--- src/frtc_pkg.sv ---
// frtc_pkg: register map, field layout and reset values of the
// free-running timer with two edge-capture channels.
// assumes a 32-bit APB slave; each register one aligned word.
package frtc_pkg;
   // printed offsets are not multiples of four: they are indices
   localparam logic [7:0] IDX_TMR_LO     = 8'h20;
   localparam logic [7:0] IDX_TMR_HI     = 8'h21;
   localparam logic [7:0] IDX_CAP0_RISE  = 8'h22;
   localparam logic [7:0] IDX_CAP1_RISE  = 8'h23;
   localparam logic [7:0] IDX_CAP0_FALL  = 8'h24;
   localparam logic [7:0] IDX_CAP1_FALL  = 8'h25;
   localparam logic [7:0] IDX_IRQ_EN     = 8'h26;
   localparam logic [7:0] IDX_CFG        = 8'h2a;
   localparam int         ADDR_W         = 10;
   // configuration fields
   localparam int         CFG_HOLD_BIT   = 7;
   localparam int         CFG_SHIFT_HI   = 6;
   localparam int         CFG_SHIFT_LO   = 4;
   localparam int         CFG_WIDE_BIT   = 3;
   localparam logic [7:0] CFG_WMASK      = 8'hf8;
   localparam logic [7:0] CFG_RST        = 8'h00;
   localparam logic [15:0] TMR_RST       = 16'h0000;
   localparam logic [7:0] CAP_RST        = 8'h00;
   localparam logic [3:0] IRQ_EN_RST     = 4'h0;
   // wrap is serviced at priority 17, vector 0044h
   localparam int         WRAP_PRIORITY  = 17;
   localparam logic [15:0] WRAP_VECTOR   = 16'h0044;
   // timer tick divider default: one tick per clock
   localparam int         TICK_DIV_RST   = 1;
endpackage

--- src/frtc_timer_capture.sv ---
// frtc_timer_capture: 16-bit free-running timer, two 8-bit capture
// channels (rise/fall each), optional joined 16-bit capture, APB regs.
// assumes cap_in pins are asynchronous to clk; one clock domain.
//
// Notes on behaviour
// software reads timer low byte first; high byte comes from a snapshot.
// software writes low byte first; whole count commits on high write.
// two channels, each with rising and falling capture registers.
// in joined mode channel 1 registers hold the upper capture byte.
// each capture register has its own interrupt request enable.
// one first-edge-hold bit governs all four capture registers.
// hold clear: every qualifying edge overwrites the capture register.
// hold set: first edge kept until register is read, re-arming it.
// shift field n captures timer bits n+7 down to n.
// wide bit makes channel 1 extend channel 0 to sixteen bits.
// configuration bits 2..0 read zero; register resets to zero.
// count rollover raises a distinct wrap request.
// count advances once per tick, wrapping from all ones to zero.
// joined mode: reading the upper-byte register re-arms the pair.
`timescale 1ns/100ps
module frtc_timer_capture #(
   parameter int TICK_DIV = frtc_pkg::TICK_DIV_RST
) (
   // clock and reset
   input  wire logic        clk,
   input  wire logic        resetn,
   // apb slave
   input  wire logic        psel,
   input  wire logic        penable,
   input  wire logic        pwrite,
   input  wire logic [11:0] paddr,
   input  wire logic [31:0] pwdata,
   output logic      [31:0] prdata,
   output logic             pready,
   output logic             pslverr,
   // capture edge inputs
   input  wire logic [1:0]  cap_in,
   // interrupt requests
   output logic [3:0]       cap_irq,
   output logic             wrap_irq
);
   logic [15:0] count_reg;
   logic [7:0]  lo_stage_reg;
   logic [7:0]  hi_snap_reg;
   logic [7:0]  cfg_reg;
   logic [3:0]  irq_en_reg;
   logic [7:0]  cap_reg [4];
   logic [3:0]  full_reg;
   logic [1:0]  sync1_reg;
   logic [1:0]  sync2_reg;
   logic [1:0]  prev_reg;
   logic [15:0] tick_cnt_reg;
   logic        tick;
   logic        wr_en;
   logic        rd_en;
   logic        addr_ok;
   logic [7:0]  idx;
   logic        hold;
   logic        wide;
   logic [2:0]  shift;
   logic [3:0]  edge_ev;
   logic [3:0]  load;
   logic [3:0]  rd_cap;
   logic [7:0]  slice;
   logic [7:0]  rdata;

   // cap index: 0 ch0 rise, 1 ch1 rise, 2 ch0 fall, 3 ch1 fall
   function automatic logic [7:0] cap_idx(input logic [1:0] i);
      unique case (i)
         2'd0: cap_idx = frtc_pkg::IDX_CAP0_RISE;
         2'd1: cap_idx = frtc_pkg::IDX_CAP1_RISE;
         2'd2: cap_idx = frtc_pkg::IDX_CAP0_FALL;
         default: cap_idx = frtc_pkg::IDX_CAP1_FALL;
      endcase
   endfunction

   assign idx     = paddr[9:2];
   assign addr_ok = (paddr[11:10] == 2'b00) && (paddr[1:0] == 2'b00) &&
                    (idx == frtc_pkg::IDX_TMR_LO ||
                     idx == frtc_pkg::IDX_TMR_HI ||
                     idx == frtc_pkg::IDX_CAP0_RISE ||
                     idx == frtc_pkg::IDX_CAP1_RISE ||
                     idx == frtc_pkg::IDX_CAP0_FALL ||
                     idx == frtc_pkg::IDX_CAP1_FALL ||
                     idx == frtc_pkg::IDX_IRQ_EN ||
                     idx == frtc_pkg::IDX_CFG);
   // zero-wait slave; unmapped addresses answer with pslverr
   assign pready  = 1'b1;
   assign pslverr = psel && penable && !addr_ok;
   assign wr_en   = psel && penable && pwrite && addr_ok;
   // reads act at setup, where prdata loads: data, snapshot, re-arm agree
   assign rd_en   = psel && !penable && !pwrite && addr_ok;

   assign hold  = cfg_reg[frtc_pkg::CFG_HOLD_BIT];
   assign wide  = cfg_reg[frtc_pkg::CFG_WIDE_BIT];
   assign shift = cfg_reg[frtc_pkg::CFG_SHIFT_HI:frtc_pkg::CFG_SHIFT_LO];

   // timer tick enable from divider
   always_ff @(posedge clk) begin
      if (!resetn || tick)
         tick_cnt_reg <= 16'h0000;
      else
         tick_cnt_reg <= tick_cnt_reg + 16'h0001;
   end
   assign tick = (tick_cnt_reg == 16'(TICK_DIV - 1));

   // free-running count and low-byte staging
   always_ff @(posedge clk) begin
      if (!resetn) begin
         count_reg    <= frtc_pkg::TMR_RST;
         lo_stage_reg <= 8'h00;
      end else if (wr_en && idx == frtc_pkg::IDX_TMR_HI) begin
         count_reg    <= {pwdata[7:0], lo_stage_reg};
      end else begin
         if (wr_en && idx == frtc_pkg::IDX_TMR_LO)
            lo_stage_reg <= pwdata[7:0];
         if (tick)
            count_reg <= count_reg + 16'h0001;
      end
   end

   // wrap request, one-cycle pulse
   always_ff @(posedge clk) begin
      if (!resetn)
         wrap_irq <= 1'b0;
      else
         wrap_irq <= tick && (count_reg == 16'hffff) &&
                     !(wr_en && idx == frtc_pkg::IDX_TMR_HI);
   end

   // high byte snapshot taken on low-byte read
   always_ff @(posedge clk) begin
      if (!resetn)
         hi_snap_reg <= 8'h00;
      else if (rd_en && idx == frtc_pkg::IDX_TMR_LO)
         hi_snap_reg <= count_reg[15:8];
   end

   // configuration and enables
   always_ff @(posedge clk) begin
      if (!resetn) begin
         cfg_reg    <= frtc_pkg::CFG_RST;
         irq_en_reg <= frtc_pkg::IRQ_EN_RST;
      end else if (wr_en && idx == frtc_pkg::IDX_CFG) begin
         cfg_reg    <= pwdata[7:0] & frtc_pkg::CFG_WMASK;
      end else if (wr_en && idx == frtc_pkg::IDX_IRQ_EN) begin
         irq_en_reg <= pwdata[3:0];
      end
   end

   // edge inputs: two-stage synchroniser then edge detect
   always_ff @(posedge clk) begin
      if (!resetn) begin
         sync1_reg <= 2'b00;
         sync2_reg <= 2'b00;
         prev_reg  <= 2'b00;
      end else begin
         sync1_reg <= cap_in;
         sync2_reg <= sync1_reg;
         prev_reg  <= sync2_reg;
      end
   end

   // joined mode: channel 1 edges ignored, channel 0 drives both bytes
   always_comb begin
      edge_ev[0] = sync2_reg[0] && !prev_reg[0];
      edge_ev[2] = !sync2_reg[0] && prev_reg[0];
      edge_ev[1] = wide ? edge_ev[0]
                        : (sync2_reg[1] && !prev_reg[1]);
      edge_ev[3] = wide ? edge_ev[2]
                        : (!sync2_reg[1] && prev_reg[1]);
   end

   assign slice = 8'(count_reg >> shift);

   // reads that re-arm; joined pair re-arms on the upper-byte read
   always_comb begin
      for (int i = 0; i < 4; i++)
         rd_cap[i] = rd_en && idx == cap_idx(2'(i));
      if (wide) begin
         rd_cap[0] = rd_cap[1];
         rd_cap[2] = rd_cap[3];
      end
   end

   // one hold bit for all four; each register gates on its own full bit
   always_comb begin
      for (int i = 0; i < 4; i++)
         load[i] = edge_ev[i] && !(hold && full_reg[i]);
   end

   always_ff @(posedge clk) begin
      if (!resetn) begin
         for (int i = 0; i < 4; i++) begin
            cap_reg[i] <= frtc_pkg::CAP_RST;
         end
         full_reg <= 4'h0;
      end else begin
         for (int i = 0; i < 4; i++) begin
            if (load[i]) begin
               if (wide)
                  cap_reg[i] <= (i % 2 == 0) ? count_reg[7:0]
                                             : count_reg[15:8];
               else
                  cap_reg[i] <= slice;
            end
            // a load in the read cycle wins: the new edge stays held
            if (load[i])
               full_reg[i] <= 1'b1;
            else if (rd_cap[i])
               full_reg[i] <= 1'b0;
         end
      end
   end

   // capture requests, one-cycle pulse per enabled register
   always_ff @(posedge clk) begin
      if (!resetn)
         cap_irq <= 4'h0;
      else
         cap_irq <= load & irq_en_reg;
   end

   always_comb begin
      rdata = 8'h00;
      if (idx == frtc_pkg::IDX_TMR_LO)
         rdata = count_reg[7:0];
      else if (idx == frtc_pkg::IDX_TMR_HI)
         rdata = hi_snap_reg;
      else if (idx == frtc_pkg::IDX_IRQ_EN)
         rdata = {4'h0, irq_en_reg};
      else if (idx == frtc_pkg::IDX_CFG)
         rdata = cfg_reg;
      else
         for (int i = 0; i < 4; i++)
            if (idx == cap_idx(2'(i)))
               rdata = cap_reg[i];
   end

   always_ff @(posedge clk) begin
      if (!resetn)
         prdata <= 32'h0000_0000;
      else if (psel && !penable && !pwrite)
         prdata <= {24'h000000, addr_ok ? rdata : 8'h00};
   end
endmodule

--- config.mk ---
export PLATFORM = sky130hd
export DESIGN_NAME = frtc_timer_capture
export DESIGN_NICKNAME = d
export VERILOG_FILES = /design/src/frtc_pkg.sv /design/src/frtc_timer_capture.sv
export SDC_FILE = /design/constraint.sdc
export NUM_CORES = 1
export LEC_CHECK = 0
export BUFFER_PORTS_ARGS = -buffer_cell sky130_fd_sc_hd__buf_2
export CAP_MARGIN = 20
export CORE_MARGIN = 2
export CORE_UTILIZATION = 52
export CTS_CLUSTER_SIZE = 25
export DETAILED_ROUTE_END_ITERATION = 8
export GPL_ROUTABILITY_DRIVEN = 0
export PLACE_DENSITY = 0.77
export SKIP_CTS_REPAIR_TIMING = 1
export SYNTH_ARGS = -nofsm -noshare
export SYNTH_HDL_FRONTEND = slang
export SYNTH_SLANG_ARGS = --single-unit
--- constraint.sdc ---
create_clock -name clk -period 2.2 [get_ports clk]
set_clock_uncertainty 0.15 [all_clocks]
set_input_delay 0.11 -clock clk [delete_from_list [all_inputs] [get_ports clk]]
set_output_delay 0.11 -clock clk [all_outputs]
set_load 0.1 [all_outputs]
==> impl_metrics.env, run 1 <==
export IMPL_cts_buffer_depth=2
export IMPL_power_density_mw_per_mm2=653.2
export IMPL_clkTransAtPathRegs_ns=0.07
export IMPL_synthDistinctLibCells=56
export IMPL_grt_use_total_pct=24.14
export IMPL_fin_crit_sh_pct=93.02
export IMPL_num_antenna_cells=0
export IMPL_end_kind="register"
export IMPL_num_nets_final=748
export IMPL_num_rows=38
export IMPL_status="complete, no violations"
export IMPL_post_place_ws_ns=-0.08406
export IMPL_cts_tree="done"
export IMPL_synth_top_area_share_pct=27.17
export IMPL_crit_fanout=9
export IMPL_ant_nets=0
export IMPL_async_flop_share_pct=0
export IMPL_drc_errors=0
export IMPL_ir_drop_mv=0.3669
export IMPL_power_leakage_nw=2.541
export IMPL_timing_rr_start="cfg_reg[3]$_SDFFE_PN0P_"
export IMPL_synth_top_family_by_area="simple AND/OR/NAND/NOR gates"
export IMPL_synth_yosys_seq_area_share_pct=43.47
export IMPL_setup_ws_ns=0.1535
export IMPL_syn_inst=652
export IMPL_final_fill_count=936
export IMPL_grt_setup_unrepaired="no"
export IMPL_synth_mux_area_share_pct=10.08
export IMPL_synthTopCellsByArea="dfxtp_1 27%, edfxtp_1 16%, mux2i_1 6.5%, nor2_1 4.6%, o21ai_0 3.8%"
export IMPL_synth_seq_cells=112
export IMPL_numCtsBuffers=9
export IMPL_grt_max_degree=33
export IMPL_hold_path_class="in -> reg"
export IMPL_setup_viol=0
export IMPL_yosys_most_used_dff="dfxtp_1"
export IMPL_yosysTopAreaCell="dfxtp_1"
export IMPL_largest_register_ffs=32
export IMPL_final_max_slew_viol_count=0
export IMPL_die_h_um=110.5
export IMPL_wl_um=14670
export IMPL_io_pins=90
export IMPL_start_util_pct=53.90
export IMPL_clk_latency_ns=0.36
export IMPL_crit_path_start_kind="register"
export IMPL_h_tree_depth=3
export IMPL_synth_edf_count=32
export IMPL_max_slew_margin_pct=47.88
export IMPL_register_area_sq_mm=0.002562
export IMPL_numClockSinks=112
export IMPL_required_ns=2.27
export IMPL_min_from="resetn"
export IMPL_grt_pass1_wl_um=23800
export IMPL_synth_area_sq_mm=0.005894
export IMPL_routedWlPerCell_um=17.49
export IMPL_die_area_sq_mm=0.01220
export IMPL_layout_drive_gt1_share_pct=14.88
export IMPL_yosys_area_share_adder_pct=0.6368
export IMPL_drtPass1Iterations=5
export IMPL_synthXorXnorAreaFrac_pct=4.458
export IMPL_hpwlAfterDp_um=10680
export IMPL_path_class="reg -> reg"
export IMPL_io_buffers=40
export IMPL_vias=4959
export IMPL_yosys_area_share_simple_pct=19.55
export IMPL_yosys_warnings=0
export IMPL_coreArea_sq_mm=0.01094
export IMPL_synth_compound_area_share_pct=14.26
export IMPL_syn_avg_cell_area_sq_um=9.040
export IMPL_via_per_inst=5.911
export IMPL_die_w_um=110.5
export IMPL_grt_pass1_vias=4793
export IMPL_antenna_found_initial=0
export IMPL_period_minus_slack_ns=2.046
export IMPL_overflow=0
export IMPL_arrival_ns=2.12
export IMPL_multi_input_area_sq_mm=0.002992
export IMPL_hold_viol=0
export IMPL_root_buffer="clkbuf_16"
export IMPL_areaGrowthSynthToFinish_pct=12.29
export IMPL_timing_fmax_mhz=488.6
export IMPL_tightest_slew_ns=0.7817
export IMPL_crit_start="cfg_reg[3]$_SDFFE_PN0P_"
export IMPL_whs_ns=0.06275
export IMPL_drtIter0Drc=474
export IMPL_drv_cap=0
-- layout by cell type, fill, tap and decap left out, types with 11 or more instances in the layout --
cell type   n
dfxtp_1    80
nor2_1     72
nand2_1    59
o21ai_0    45
a21oi_1    40
buf_2      40
mux2i_1    38
edfxtp_1   32
buf_4      31
nand3_1    26
conb_1     25
xor2_1     23
inv_1      14
nand4_1    14
and2_1     11
-- cell families after synthesis --
group           Yosys count
fa+ha+maj                 3
other cells               2
xor+xnor                 30
flops                   112
mux                      49
compound gates          133
simple gates            236
buf+inv                  87
-- where the power goes --
group          switching, mW  leakage, nW  total, mW  internal [mW]
Combinational          0.358         1.41      0.462          0.104
Clock                  0.786        0.147       1.68          0.894
Sequential            0.0243        0.980       2.18           2.16
-- Yosys cell counts (7+ instances only) --
cell      number
and2_1        11
nand2_1       59
nand3_1       26
buf_4         25
a21oi_1       41
xor2_1        23
nor3_1         8
mux4_2         8
dfxtp_1       80
clkbuf_1      38
mux2i_1       38
nor2_1        72
o2111a_1       8
edfxtp_1      32
o21ai_0       45
nand4_1       14
buf_2          7
xnor2_1        7
nand2b_1      10
inv_1         14
-- through the flow --
step	std cells	total power, mW	utilization [%]	area (sq um)	setup TNS (ns)
finish	839	4.323	60.53	6619	0
global route	839	4.456	60.53	6619	0
CTS	829	4.314	59.55	6513	0
detailed placement	813	2.670	56.77	6208	-1.017
global placement	813	2.661	56.77	6208	0
floorplan	675	2.606	-	5984	0
-- critical path: stages (launching register included) --
cell      delay (ns)
dfxtp_1         0.43
nor3b_1         0.28
a21oi_1         0.09
a21oi_1         0.63
o2111a_1        0.32
-- path summary, 6_finish.rpt --
kind                                               endpoint  slack, ns  cells after the start
worst max-delay path            cap_reg[1][1]$_SDFFCE_PN0P_       0.15                      4
worst min-delay path               full_reg[2]$_SDFFE_PN0P_       0.06                      2
worst max register to register  cap_reg[1][1]$_SDFFCE_PN0P_       0.15                      4
worst min register to register      sync2_reg[0]$_SDFF_PN0_       0.29                      1
-- area by class of cell --
class                      count  area share (%)
inverter                      14          0.7940
clock inverter                 7           1.191
multi-input combinational    476           45.20
tap                          140           2.647
timing repair buffer          81           8.053
clock buffer                   9           3.403
sequential                   112           38.71
-- per-layer routing --
metal / GRT usage, % / up-vias / share of wire (%)
met1: 31.79 / 2352 / 40
met4: 11.08 / 0 / 2.8
met3: 4.995 / 27 / 10
met5: 0 / - / 0
li1: - / 2354 / -
met2: 38.24 / 226 / 47
No activity file was read; power rests on OpenSTA's default activity.
==> inputs of run 2 (changes only) <==
--- a/config.mk
+++ b/config.mk
@@ -13,7 +13,6 @@
 export DETAILED_ROUTE_END_ITERATION = 8
 export GPL_ROUTABILITY_DRIVEN = 0
 export PLACE_DENSITY = 0.77
-export SKIP_CTS_REPAIR_TIMING = 1
 export SYNTH_ARGS = -nofsm -noshare
 export SYNTH_HDL_FRONTEND = slang
 export SYNTH_SLANG_ARGS = --single-unit
==> constraint.sdc (replaced) <==
create_clock -name clk -period 2.2 [get_ports clk]
set_clock_uncertainty 0.15 [all_clocks]
set_input_delay 0.11 -clock clk [delete_from_list [all_inputs] [get_ports clk]]
set_output_delay 0.11 -clock clk [all_outputs]
set_load 0.005 [all_outputs]
==> impl_metrics.env, run 2 (synthesis results as in run 1) <==
export IMPL_die_w_um=110.5
export IMPL_num_nets_final=746
export IMPL_grt_pass1_vias=4754
export IMPL_drc_errors=0
export IMPL_min_from="resetn"
export IMPL_design_area_sq_mm=0.006598
export IMPL_cts_buffer_depth=2
export IMPL_final_fill_count=930
export IMPL_crit_fanout=15
export IMPL_largest_register_ffs=32
export IMPL_drtIter0Drc=399
export IMPL_final_common_cell="dfxtp_1"
export IMPL_grt_setup_unrepaired="no"
export IMPL_hold_viol=0
export IMPL_num_rows=38
export IMPL_status="complete, no violations"
export IMPL_arrival_ns=2.02
export IMPL_hold_path_class="in -> reg"
export IMPL_drv_cap=0
export IMPL_overflow=0
export IMPL_h_tree_depth=3
export IMPL_fin_crit_sh_pct=94.62
export IMPL_numCtsBuffers=9
export IMPL_tightest_slew_ns=0.7577
export IMPL_grt_use_total_pct=24.43
export IMPL_layout_drive_gt1_share_pct=14.49
export IMPL_final_max_slew_viol_count=0
export IMPL_areaGrowthSynthToFinish_pct=11.93
export IMPL_power_leakage_nw=2.532
export IMPL_io_buffers=40
export IMPL_whs_ns=0.08844
export IMPL_num_antenna_cells=0
export IMPL_end_kind="register"
export IMPL_via_per_inst=5.981
export IMPL_min_to="full_reg[2]$_SDFFE_PN0P_"
export IMPL_reg2reg_slack_ns=0.12
export IMPL_crit_path_start_kind="register"
export IMPL_utilization_pct=60.33
export IMPL_min_delay_path_depth=2
export IMPL_drtPass1Iterations=7
export IMPL_r2r_end="cap_reg[0][6]$_SDFFCE_PN0P_"
export IMPL_multi_input_area_sq_mm=0.002990
export IMPL_ir_drop_mv=0.4480
export IMPL_routedWlPerCell_um=17.87
export IMPL_reg2reg_depth=6
export IMPL_cts_tree="done"
export IMPL_timing_rr_start="cfg_reg[5]$_SDFFE_PN0P_"
export IMPL_vias=5006
export IMPL_setup_viol=0
export IMPL_die_h_um=110.5
export IMPL_max_slew_margin_pct=49.49
export IMPL_grt_pass1_wl_um=24190
export IMPL_wl_um=14950
export IMPL_antenna_found_initial=0
export IMPL_grt_max_degree=30
export IMPL_root_buffer="clkbuf_16"
export IMPL_clk_latency_ns=0.35
export IMPL_required_ns=2.14
export IMPL_placed_area_sq_mm=0.006190
export IMPL_post_cts_setup_buffer_count=0
export IMPL_die_area_sq_mm=0.01220
export IMPL_ant_nets=0
export IMPL_period_minus_slack_ns=2.082
export IMPL_coreArea_sq_mm=0.01094
export IMPL_io_pins=90
export IMPL_start_util_pct=53.90
export IMPL_tns_ns=0
export IMPL_numClockSinks=112
export IMPL_layout_common_cells="80 x dfxtp_1, 72 x nor2_1, 59 x nand2_1, 45 x o21ai_0, 41 x a21oi_1"
export IMPL_hpwlAfterDp_um=10940
export IMPL_path_class="reg -> reg"
export IMPL_register_area_sq_mm=0.002562
export IMPL_clkTransAtPathRegs_ns=0.07
export IMPL_timing_fmax_mhz=480.4
export IMPL_power_density_mw_per_mm2=623.6
==> run 2: layer usage <==
metal  vias up  part of all wire (%)  track usage, %
met5         -                     0               0
met4         0                   2.5           7.917
met3        36                   8.3           5.104
met2       227                    47           39.39
met1      2395                    42           32.96
li1       2348                     -               -
==> run 2: report_power, final <==
part	internal, mW	switching, mW	total (mW)
Clock	0.891	0.758	1.65
Combinational	0.104	0.179	0.283
Sequential	2.16	0.0254	2.18
==> run 2: layout make-up <==
type                            count  area share, %
Clock buffer                       10          3.471
Clock inverter                      6          1.005
Inverter                           14         0.7965
Multi-Input combinational cell    476          45.33
Sequential cell                   112          38.84
Tap cell                          140          2.655
Timing Repair Buffer               79          7.908
==> run 2: worst max-delay path by stage <==
stage | cells after the start | slack, ns | end | from
floorplan | 9 | 0.15 | tick_cnt_reg[10]$_SDFF_PP0_ | tick_cnt_reg[0]$_SDFF_PP0_
global placement | 8 | 0.02 | count_reg[3]$_SDFFE_PN0P_ | paddr[9]
detailed placement | 7 | -0.02 | lo_stage_reg[3]$_SDFFE_PN0P_ | paddr[9]
CTS | 8 | 0.15 | count_reg[13]$_SDFFE_PN0P_ | tick_cnt_reg[0]$_SDFF_PP0_
global route | 4 | 0.03 | cap_reg[1][3]$_SDFFCE_PN0P_ | cfg_reg[3]$_SDFFE_PN0P_
finish | 6 | 0.12 | cap_reg[0][6]$_SDFFCE_PN0P_ | cfg_reg[5]$_SDFFE_PN0P_
==> run 2: critical path, cell delays in order, from the launching register on <==
cell	delay, ns
dfxtp_1	0.32
buf_4	0.26
mux2i_1	0.42
mux4_2	0.33
nand2_1	0.09
o21ai_0	0.17
nor2_1	0.09
==> run 2: stage by stage <==
step	setup WS, ns	cells	power, mW
after global placement	0.01947	811	2.479
final	0.1183	837	4.114
after detailed placement	-0.02241	811	2.489
after floorplan	0.1472	675	2.421
after global routing	0.03381	837	4.248
after CTS	0.1536	837	4.120
==> run 2: what timing repair did <==
item	in CTS	in global routing
hold buffers	10	0
gates resized for setup	0	3
endpoints found under the setup margin	0	2
hold endpoints to repair	26	0
